===== src/hdl/hbs_pkg.sv =====
// Purpose: shared constants and types of the host bus cycle sequencer
// Assumes: system clock of 125 MHz, bus clock made by division
// Notes: all phase lengths are counted in whole bus clock periods
package hbs_pkg;
	// system clock and the bus clock half period, in picoseconds
	localparam int CLK_PS = 8000;
	localparam int BCLK_HALF_PS = 41600;
	// longest half period that fits the typical figure, at least one
	localparam int BCLK_HALF_CYC = (BCLK_HALF_PS / CLK_PS < 1) ? 1 :
		BCLK_HALF_PS / CLK_PS;
	// phase lengths in bus clocks, plain and with the wait input low
	localparam logic [2:0] PH_BASE_CLKS = 3'h1;
	localparam logic [2:0] ALE_WAIT_CLKS = 3'h2;
	localparam logic [2:0] RDCS_WAIT_CLKS = 3'h3;
	localparam logic [2:0] RD_WAIT_CLKS = 3'h5;
	localparam logic [2:0] WR_WAIT_CLKS = 3'h6;
	// reset value of the multiplexed address/data bus
	localparam logic [7:0] AD_IDLE = 8'h00;

	// commands accepted on the user port
	typedef enum logic [2:0] {
		HBS_OP_WR, HBS_OP_RD, HBS_OP_XWR, HBS_OP_XRD,
		HBS_OP_AUXHI, HBS_OP_AUXLO
	} hbs_op_t;

	// sequencer states
	typedef enum logic [3:0] {
		S_IDLE, S_HI, S_LO, S_ALE, S_DSET, S_WRLO, S_WEND,
		S_CSPH, S_RDLO, S_REND, S_AUX
	} hbs_state_t;

	// whole state of the sequencer
	typedef struct packed {
		hbs_state_t state;
		hbs_op_t op;
		logic [2:0] cnt;
		logic stretch;
		logic [15:0] addr;
		logic [7:0] wdata;
		logic bclk;
		logic ale;
		logic cs_n;
		logic rd_n;
		logic wr_n;
		logic [7:0] ad_out;
		logic ad_oe;
		logic [7:0] ext_addr;
		logic ready;
		logic rd_valid;
		logic [7:0] rd_data;
	} hbs_seq_t;

	localparam hbs_seq_t SEQ_RST = '{
		state: S_IDLE, op: HBS_OP_WR, cnt: 3'h0, stretch: 1'b0,
		addr: 16'h0000, wdata: 8'h00, bclk: 1'b0, ale: 1'b0,
		cs_n: 1'b1, rd_n: 1'b1, wr_n: 1'b1, ad_out: AD_IDLE,
		ad_oe: 1'b1, ext_addr: 8'h00, ready: 1'b0,
		rd_valid: 1'b0, rd_data: 8'h00
	};
endpackage


===== src/hdl/hbs_link_if.sv =====
// Purpose: carries bus clock ticks and synchronised pins to the sequencer
// Assumes: one clock domain
// Notes: ticks are one-cycle pulses
`timescale 1ns/1ps
interface hbs_link_if;
	logic tick_r;
	logic tick_f;
	logic wait_low;
	logic aux_hi;
	logic [7:0] din;
	modport gen (output tick_r, output tick_f);
	modport snc (output wait_low, output aux_hi, output din);
	modport seq (input tick_r, input tick_f, input wait_low,
		input aux_hi, input din);
endinterface


===== src/hdl/hbs_sequencer.sv =====
// Purpose: runs multiplexed host bus write and read cycles as bus master
// Assumes: commands come from logic on i_clk; pins are asynchronous
// Notes: phases advance on bus clock rising ticks, releases on falling
// How it works
// (RL1) extended write: high byte first, then low
// (RL2) low address stable one clock before latch
// (RL3) write latch strobe two clocks when waiting
// (RL4) write latch strobe falls as select asserts
// (RL5) write data driven one clock before strobe
// (RL6) write strobe low six clocks when waiting
// (RL7) write select released half clock after strobe
// (RL8) write data held until select released
// (RL9) plain read skips the high address byte
// (RL10) read latch strobe two clocks when waiting
// (RL11) read select phase three clocks when waiting
// (RL12) read select falls one clock after latch
// (RL13) read: bus released as read strobe falls
// (RL14) read strobe low one clock, five waiting
// (RL15) read select and bus back half clock later
// (RL16) bus clock driven out on its pin
// (RL17) peripheral pulls wait low for more time
// (RL18) high address byte on extended address lines
// (RL19) commands stall until aux pin high/low
// (RL20) plain write skips the high address byte
`timescale 1ns/1ps
module hbs_sequencer import hbs_pkg::*; #(
	parameter int HALF = BCLK_HALF_CYC
) (
	// clock and reset
	input wire logic i_clk,
	input wire logic i_rst_n,
	// command port
	input wire logic i_cmd_valid,
	input wire hbs_op_t i_cmd_op,
	input wire logic [15:0] i_cmd_addr,
	input wire logic [7:0] i_cmd_wdata,
	output logic o_cmd_ready,
	output logic o_rd_valid,
	output logic [7:0] o_rd_data,
	// peripheral pins
	input wire logic i_wait_ready_in,
	input wire logic i_aux_wait_pin,
	input wire logic [7:0] i_ad_in,
	output logic [7:0] o_ad_out,
	output logic o_ad_oe,
	output logic [7:0] o_ext_addr,
	output logic o_ale,
	output logic o_cs_n,
	output logic o_rd_n,
	output logic o_wr_n,
	output logic o_bus_clock_out
);
	hbs_link_if lk ();
	hbs_seq_t st;
	hbs_seq_t next_st;
	logic take;
	logic is_rd;
	logic [2:0] ph_len;

	// bus clock ticks
	hbs_bclk_div #(.HALF(HALF)) u_div (
		.i_clk(i_clk),
		.i_rst_n(i_rst_n),
		.lk(lk.gen)
	);

	// pin synchronisers
	hbs_pin_sync u_sync (
		.i_clk(i_clk),
		.i_rst_n(i_rst_n),
		.i_wait_ready_in(i_wait_ready_in),
		.i_aux_wait_pin(i_aux_wait_pin),
		.i_ad_in(i_ad_in),
		.lk(lk.snc)
	);

	// command handshake and cycle kind
	assign take = i_cmd_valid && st.ready;
	assign is_rd = (st.op == HBS_OP_RD) || (st.op == HBS_OP_XRD);

	// length of the running phase in bus clocks
	always_comb begin
		ph_len = PH_BASE_CLKS;
		if (st.stretch) begin
			unique case (st.state)
				S_ALE: ph_len = ALE_WAIT_CLKS; // RL3 RL10
				S_CSPH: ph_len = RDCS_WAIT_CLKS; // RL11
				S_RDLO: ph_len = RD_WAIT_CLKS; // RL14
				S_WRLO: ph_len = WR_WAIT_CLKS; // RL6
				default: ph_len = PH_BASE_CLKS;
			endcase
		end
	end

	// sequencer next state
	always_comb begin
		next_st = st;
		next_st.rd_valid = 1'b0;
		// bus clock pin follows the ticks
		if (lk.tick_r) begin
			next_st.bclk = 1'b1; // RL16
		end else if (lk.tick_f) begin
			next_st.bclk = 1'b0; // RL16
		end
		unique case (st.state)
			S_IDLE: begin
				next_st.ready = 1'b1;
				if (take) begin
					next_st.ready = 1'b0;
					next_st.op = i_cmd_op;
					next_st.addr = i_cmd_addr;
					next_st.wdata = i_cmd_wdata;
					next_st.cnt = 3'h0;
					unique case (i_cmd_op)
						HBS_OP_XWR, HBS_OP_XRD: begin
							// high byte on its own lines first
							next_st.ext_addr = i_cmd_addr[15:8]; // RL1 RL18
							next_st.state = S_HI;
						end
						HBS_OP_WR, HBS_OP_RD: begin
							next_st.state = S_LO; // RL9 RL20
							next_st.ad_out = i_cmd_addr[7:0];
							next_st.ad_oe = 1'b1;
							// take lands mid-clock: skip that partial clock
							next_st.cnt = 3'h1; // RL2
						end
						HBS_OP_AUXHI, HBS_OP_AUXLO: begin
							next_st.state = S_AUX; // RL19
						end
					endcase
				end
			end
			S_HI: begin
				// low byte follows at the next bus clock
				if (lk.tick_r) begin
					next_st.ad_out = st.addr[7:0]; // RL1
					next_st.ad_oe = 1'b1;
					next_st.state = S_LO;
				end
			end
			S_LO: begin
				// one whole bus clock of address setup
				if (lk.tick_r) begin
					next_st.cnt = 3'h0;
					if (st.cnt == 3'h0) begin
						next_st.ale = 1'b1; // RL2
						next_st.stretch = lk.wait_low; // RL17
						next_st.state = S_ALE;
					end
				end
			end
			S_ALE: begin
				if (lk.tick_r) begin
					next_st.cnt = st.cnt + 3'h1;
					// read select always one clock after latch rises
					if (is_rd) begin
						next_st.cs_n = 1'b0; // RL12
					end
					if (st.cnt == ph_len - 3'h1) begin
						next_st.ale = 1'b0;
						next_st.cs_n = 1'b0; // RL4
						next_st.cnt = 3'h0;
						next_st.stretch = lk.wait_low; // RL17
						if (is_rd) begin
							next_st.state = S_CSPH;
						end else begin
							next_st.ad_out = st.wdata; // RL5
							next_st.state = S_DSET;
						end
					end
				end
			end
			S_DSET: begin
				// one bus clock of data setup before the strobe
				if (lk.tick_r) begin
					next_st.wr_n = 1'b0; // RL5
					next_st.stretch = lk.wait_low; // RL17
					next_st.cnt = 3'h0;
					next_st.state = S_WRLO;
				end
			end
			S_WRLO: begin
				if (lk.tick_r) begin
					next_st.cnt = st.cnt + 3'h1;
					if (st.cnt == ph_len - 3'h1) begin
						next_st.wr_n = 1'b1; // RL6
						next_st.state = S_WEND;
					end
				end
			end
			S_WEND: begin
				// select released at the falling edge, data held
				if (lk.tick_f) begin
					next_st.cs_n = 1'b1; // RL7 RL8
					next_st.state = S_IDLE;
				end
			end
			S_CSPH: begin
				if (lk.tick_r) begin
					next_st.cnt = st.cnt + 3'h1;
					if (st.cnt == ph_len - 3'h1) begin
						next_st.ad_oe = 1'b0; // RL13
						next_st.rd_n = 1'b0; // RL13
						next_st.stretch = lk.wait_low; // RL17
						next_st.cnt = 3'h0;
						next_st.state = S_RDLO;
					end
				end
			end
			S_RDLO: begin
				if (lk.tick_r) begin
					next_st.cnt = st.cnt + 3'h1;
					if (st.cnt == ph_len - 3'h1) begin
						next_st.rd_n = 1'b1; // RL14
						next_st.rd_data = lk.din;
						next_st.rd_valid = 1'b1;
						next_st.state = S_REND;
					end
				end
			end
			S_REND: begin
				// half a clock later: select off, bus driven again
				if (lk.tick_f) begin
					next_st.cs_n = 1'b1; // RL15
					next_st.ad_oe = 1'b1; // RL15
					next_st.state = S_IDLE;
				end
			end
			S_AUX: begin
				// stall until the aux pin reaches the wanted level
				if (lk.aux_hi == (st.op == HBS_OP_AUXHI)) begin
					next_st.state = S_IDLE; // RL19
				end
			end
		endcase
	end

	// state register
	always_ff @(posedge i_clk) begin
		if (!i_rst_n) begin
			st <= SEQ_RST;
		end else begin
			st <= next_st;
		end
	end

	// outputs straight from the state register
	assign o_cmd_ready = st.ready;
	assign o_rd_valid = st.rd_valid;
	assign o_rd_data = st.rd_data;
	assign o_ad_out = st.ad_out;
	assign o_ad_oe = st.ad_oe;
	assign o_ext_addr = st.ext_addr;
	assign o_ale = st.ale;
	assign o_cs_n = st.cs_n;
	assign o_rd_n = st.rd_n;
	assign o_wr_n = st.wr_n;
	assign o_bus_clock_out = st.bclk;

	// checks on the bus cycle
	localparam int HC = HALF;
	localparam int WR_MAX = 12 * HALF + 2;
	localparam int RD_MAX = 10 * HALF + 2;
	localparam int BCLK_MAX = 2 * HALF;
endmodule // hbs_sequencer


===== src/hdl/hbs_bclk_div.sv =====
// Purpose: divides the system clock into bus clock rise and fall ticks
// Assumes: HALF system clocks per bus clock half period
// Notes: the sequencer itself drives the bus clock pin from these ticks
`timescale 1ns/1ps
module hbs_bclk_div import hbs_pkg::*; #(
	parameter int HALF = BCLK_HALF_CYC
) (
	// clock and reset
	input wire logic i_clk,
	input wire logic i_rst_n,
	// ticks out
	hbs_link_if.gen lk
);
	typedef struct packed {
		logic [7:0] cnt;
		logic lvl;
	} hbs_div_t;
	hbs_div_t s;
	hbs_div_t next_s;
	logic wrap;

	// end of a half period
	assign wrap = (s.cnt == 8'(HALF - 1));
	assign lk.tick_r = wrap && !s.lvl;
	assign lk.tick_f = wrap && s.lvl;

	// count the half period and flip the level
	always_comb begin
		next_s = s;
		next_s.cnt = s.cnt + 8'h01;
		if (wrap) begin
			next_s.cnt = 8'h00;
			next_s.lvl = !s.lvl;
		end
	end

	// state register
	always_ff @(posedge i_clk) begin
		if (!i_rst_n) begin
			s <= '0;
		end else begin
			s <= next_s;
		end
	end
endmodule // hbs_bclk_div


===== src/hdl/hbs_pin_sync.sv =====
// Purpose: two-stage synchronisers for the pins read by the sequencer
// Assumes: pins are asynchronous to i_clk
// Notes: only the second stage is seen outside
`timescale 1ns/1ps
module hbs_pin_sync (
	// clock and reset
	input wire logic i_clk,
	input wire logic i_rst_n,
	// raw pins
	input wire logic i_wait_ready_in,
	input wire logic i_aux_wait_pin,
	input wire logic [7:0] i_ad_in,
	// synchronised levels
	hbs_link_if.snc lk
);
	typedef struct packed {
		logic [9:0] ff1;
		logic [9:0] ff2;
	} hbs_sync_t;
	hbs_sync_t s;
	hbs_sync_t next_s;

	// second stage feeds the sequencer
	assign lk.wait_low = !s.ff2[9];
	assign lk.aux_hi = s.ff2[8];
	assign lk.din = s.ff2[7:0];

	// shift the pins through two stages
	always_comb begin
		next_s.ff1 = {i_wait_ready_in, i_aux_wait_pin, i_ad_in};
		next_s.ff2 = s.ff1;
	end

	// state register, wait input idles high
	always_ff @(posedge i_clk) begin
		if (!i_rst_n) begin
			s <= {10'h300, 10'h300};
		end else begin
			s <= next_s;
		end
	end
endmodule // hbs_pin_sync


===== config.mk =====
export PLATFORM = sky130hd
export DESIGN_NAME = hbs_sequencer
export DESIGN_NICKNAME = d
export VERILOG_FILES = /design/src/hdl/hbs_pkg.sv /design/src/hdl/hbs_link_if.sv /design/src/hdl/hbs_sequencer.sv /design/src/hdl/hbs_bclk_div.sv /design/src/hdl/hbs_pin_sync.sv
export SDC_FILE = /design/constraint.sdc
export NUM_CORES = 1
export LEC_CHECK = 0
export ABC_AREA = 1
export BUFFER_PORTS_ARGS = -buffer_cell sky130_fd_sc_hd__buf_4
export CAP_MARGIN = 20
export CELL_PAD_IN_SITES_DETAIL_PLACEMENT = 1
export CELL_PAD_IN_SITES_GLOBAL_PLACEMENT = 1
export CORE_MARGIN = 2
export CORE_UTILIZATION = 43
export DETAILED_ROUTE_END_ITERATION = 12
export GPL_TIMING_DRIVEN = 0
export PLACE_DENSITY = 0.8
export SETUP_SLACK_MARGIN = 0.02
export SLEW_MARGIN = 15
export SYNTH_ARGS = -nofsm -noshare
export SYNTH_HDL_FRONTEND = slang
export SYNTH_SLANG_ARGS = --single-unit

===== constraint.sdc =====
create_clock -name i_clk -period 3.1 [get_ports i_clk]
set_input_delay 0.155 -clock i_clk [delete_from_list [all_inputs] [get_ports i_clk]]
set_output_delay 0.155 -clock i_clk [all_outputs]
set_load 0.03 [all_outputs]

==> out/qor.yml <==
run_status:
  outcome: "finished clean"
yosys:
  syn_avg_cell_area_um2: 7.211
  synth_top_area_frac: 0.4286
  seq_area_frac_synth: 0.4286
  synth-edff-count: 0
  syn_inst: 570
  syn_area_um2: 4110
  synth-seq-cells: 88
  synthFlopType: "dfxtp_1"
  synth-warning-count: 0
  syn_nets: 615
  synth_largest_area_cell: "dfxtp_1"
  synthTopCellsByArea: "dfxtp_1 (43%), nand2_1 (11%), nor2_1 (7.1%), inv_1 (6.0%), nand3_1 (5.6%)"
  synth.distinct_cells: 32
  async_reset_ff_frac: 0
sta:
  fin_crit_sh: 0.8525
  maxSlewViolCount: 0
  hold_viol: 0
  slew_headroom: 0.5944
  fmax_mhz: 378.4
  setup_viol: 0
  rsz0062_at_grt: "false"
  setup_tns_ns: 0
  fin_crit_ns: 2.643
  skew_ns: 0.01445
  tightest_slew_ns: 0.6084
clocking:
  ctsResizeCount: 0
  numCtsBuffers: 9
  clockRootBuffer: "clkbuf_8"
  clock_sinks: 88
  cts_buffer_depth: 2
  path_clk_slew_ns: 0.10
  cts_tree: "built"
  htree_num_levels: 3
  worstSkewPairLatency_ns: 0.37
final_layout:
  fin_util: 0.5534
  regArea_um2: 1762
  fillers: 1214
  multi_input_area_um2: 1823
  drive_above_1_share: 0.2201
  num_antenna_cells: 0
  instances_no_fill: 797
  area_delta_synth_final_pct: 24.41
  nNetsFinal: 708
  finalInstanceArea_um2: 5114
power:
  total_power_mw: 3.577
  p_per_area_nw_per_um2: 699.5
  peakVddDrop_mv: 0.2768
  power_leakage_nw: 2.583
routing:
  dr.pass1.iters: 4
  routed_wl_um: 11540
  drc_errors: 0
  wl_per_cell_um: 14.48
  first_iter_violations: 116
  ant_nets: 0
  vias_per_cell: 4.921
  vias: 3922
setup_path:
  crit_arrival_ns: 2.94
  path_class: "reg -> reg"
  startpoint_type: "flip-flop"
  path_cells: "nand2_1, inv_1, nand2_2, nand2_2, nand4_1, inv_1, ha_1, xor2_1, nand2_1, nor2_4, nand2_4, nor2_8, nand2_4, nor2_8, nand2_1, nand2_1"
  path_buf_inv: 2
  path_common_cell: "nand2_1"
  slowest_delay_ns: 0.54
  cp_slowest_cell: "dfxtp_1"
  critPathCaptureType: "flip-flop"
  critPathTopFamily: "simple AND/OR/NAND/NOR gates"
  cp_max_fo: 10
  worstPathRequired_ns: 3.40
floorplan:
  num_io_pins: 72
  floorplan.rows: 35
  core-area_um2: 9240
  die_w_um: 101.8
  die-area_um2: 10360
  die_y_um: 101.8
  start_util: 0.4448
place:
  io_buffers: 71
  place_congestion: 0.9015
  dpl.hpwl_um: 8660
  dpl_cell_area_um2: 4805
  dp_cells: 770
worst_hold_path:
  hp-class: "in -> reg"
global_routing:
  track_usage: 0.2339
  grt_antenna_before_repair: 0
  grt_pass1_wl_um: 18930
  grt_max_degree: 19
  grt.overflow.total: 0
  grt_pass1_vias: 4054
run:
  maxCapViolCount: 0
## layout make-up
type                       instances  area share
buffer                            40     0.05138
clock buffer                       9     0.02422
clock inverter                     7     0.01468
inverter                          70     0.05138
multi-input combinational        372      0.3565
sequential                        88      0.3445
tap                              129     0.03156
timing repair buffer              82      0.1258
## path summary, 6_finish.rpt
kind	slack, ns	start	end	cells after the start
setup / recovery	0.46	st[63]$_SDFFE_PN0P_	o_rd_data[2]$_SDFFE_PN0P_	16
setup reg to reg	0.46	st[63]$_SDFFE_PN0P_	o_rd_data[2]$_SDFFE_PN0P_	16
hold reg to reg	0.43	u_sync.lk.din[5]$_SDFF_PN0_	o_rd_data[5]$_SDFFE_PN0P_	2
hold / removal	0.008	i_cmd_wdata[5]	st[37]$_SDFFE_PN0P_	3
## through the flow
| stage | setup slack, ns | hold WS [ns] |
|---|---|---|
| global placement | 0.6069 | 0.3365 |
| floorplan | 0.9709 | 0.2526 |
| CTS | 0.4309 | 0.00001588 |
| finish | 0.4574 | 0.008295 |
| detailed placement | 0.4703 | 0.3428 |
| global route | 0.1355 | 0.001357 |
## repair_timing
action,in CTS,in global routing
endpoints found under the hold margin,11,0
hold buffers,11,0
buffers inserted,0,0
## worst reg2reg max path: stages (launching register included)
cell,delay (ns)
dfxtp_1,0.54
nand2_1,0.13
inv_1,0.13
nand2_2,0.15
nand2_2,0.12
nand4_1,0.11
inv_1,0.10
ha_1,0.24
xor2_1,0.15
nand2_1,0.11
nor2_4,0.12
nand2_4,0.13
nor2_8,0.12
nand2_4,0.12
nor2_8,0.17
nand2_1,0.08
nand2_1,0.07
## kinds of logic (layout without fill, tap and decap cells)
logic type      after synthesis  in the layout  synth area share
fa+ha+maj                     5              5           0.01522
compound gates               82             82            0.1081
buf+inv                     110            208            0.1279
xor+xnor                      4              4          0.008525
simple gates                281            281            0.3117
flops                        88             88            0.4286
## Yosys cell counts, types with 3 or more instances
cell      count
a21oi_1      34
a221oi_1      4
a31oi_1       7
buf_2         3
buf_4        25
clkbuf_1     10
dfxtp_1      88
ha_1          5
inv_1        66
inv_2         4
nand2_1     123
nand2_2       7
nand2_4       3
nand3_1      46
nand4_1       5
nor2_1       78
nor2_4        5
nor3b_1       3
o21ai_0      32
or2_2         5
xor2_1        3
## flip-flops by register name, indices dropped and copies added (netlist names), 8 cells and up
name and count:
u_sync.next_s 10, u_div.s 9, o_ad_out 8, o_rd_data 8, o_ext_addr 8, st 27
u_sync.lk.din 8
## report_power, final
group | switching, mW | internal [mW] | total (mW) | leakage [nW]
sequential | 0.110 | 1.29 | 1.40 | 0.718
combinational | 0.865 | 0.523 | 1.39 | 1.77
clock | 0.475 | 0.318 | 0.792 | 0.0981
total | 1.45 | 2.13 | 3.58 | 2.58
## routing by layer
layer / routed length [um] / up-vias / global-route usage
met2: 5533 / 97 / 0.3927
met4: 215 / 0 / 0.08004
met3: 736 / 19 / 0.06556
met5: 0 / - / 0
met1: 5053 / 1835 / 0.2878
li1: - / 1971 / -
## layout by cell type, fill, tap and decap left out, types with 2 or more instances in the layout
| cell | instances |
|---|---|
| nand2_1 | 123 |
| buf_4 | 96 |
| clkbuf_8 | 9 |
| buf_6 | 2 |
| clkinv_4 | 2 |
| dlygate4sd3_1 | 11 |
| buf_2 | 3 |
| o21ai_0 | 32 |
| a221oi_1 | 4 |
| inv_1 | 66 |
| nand3_1 | 46 |
| or2_2 | 5 |
| nor2_8 | 2 |
| a21oi_1 | 34 |
| nand2_2 | 7 |
| nor3b_1 | 3 |
| nand4_1 | 5 |
| xor2_1 | 3 |
| nor2_1 | 78 |
| a31oi_1 | 7 |
| inv_8 | 3 |
| nand2_4 | 3 |
| dfxtp_1 | 88 |
| clkbuf_1 | 10 |
| inv_2 | 4 |
| ha_1 | 5 |
| nor3_2 | 2 |
| nor2_4 | 5 |
Power figures use the tool's default switching activity.
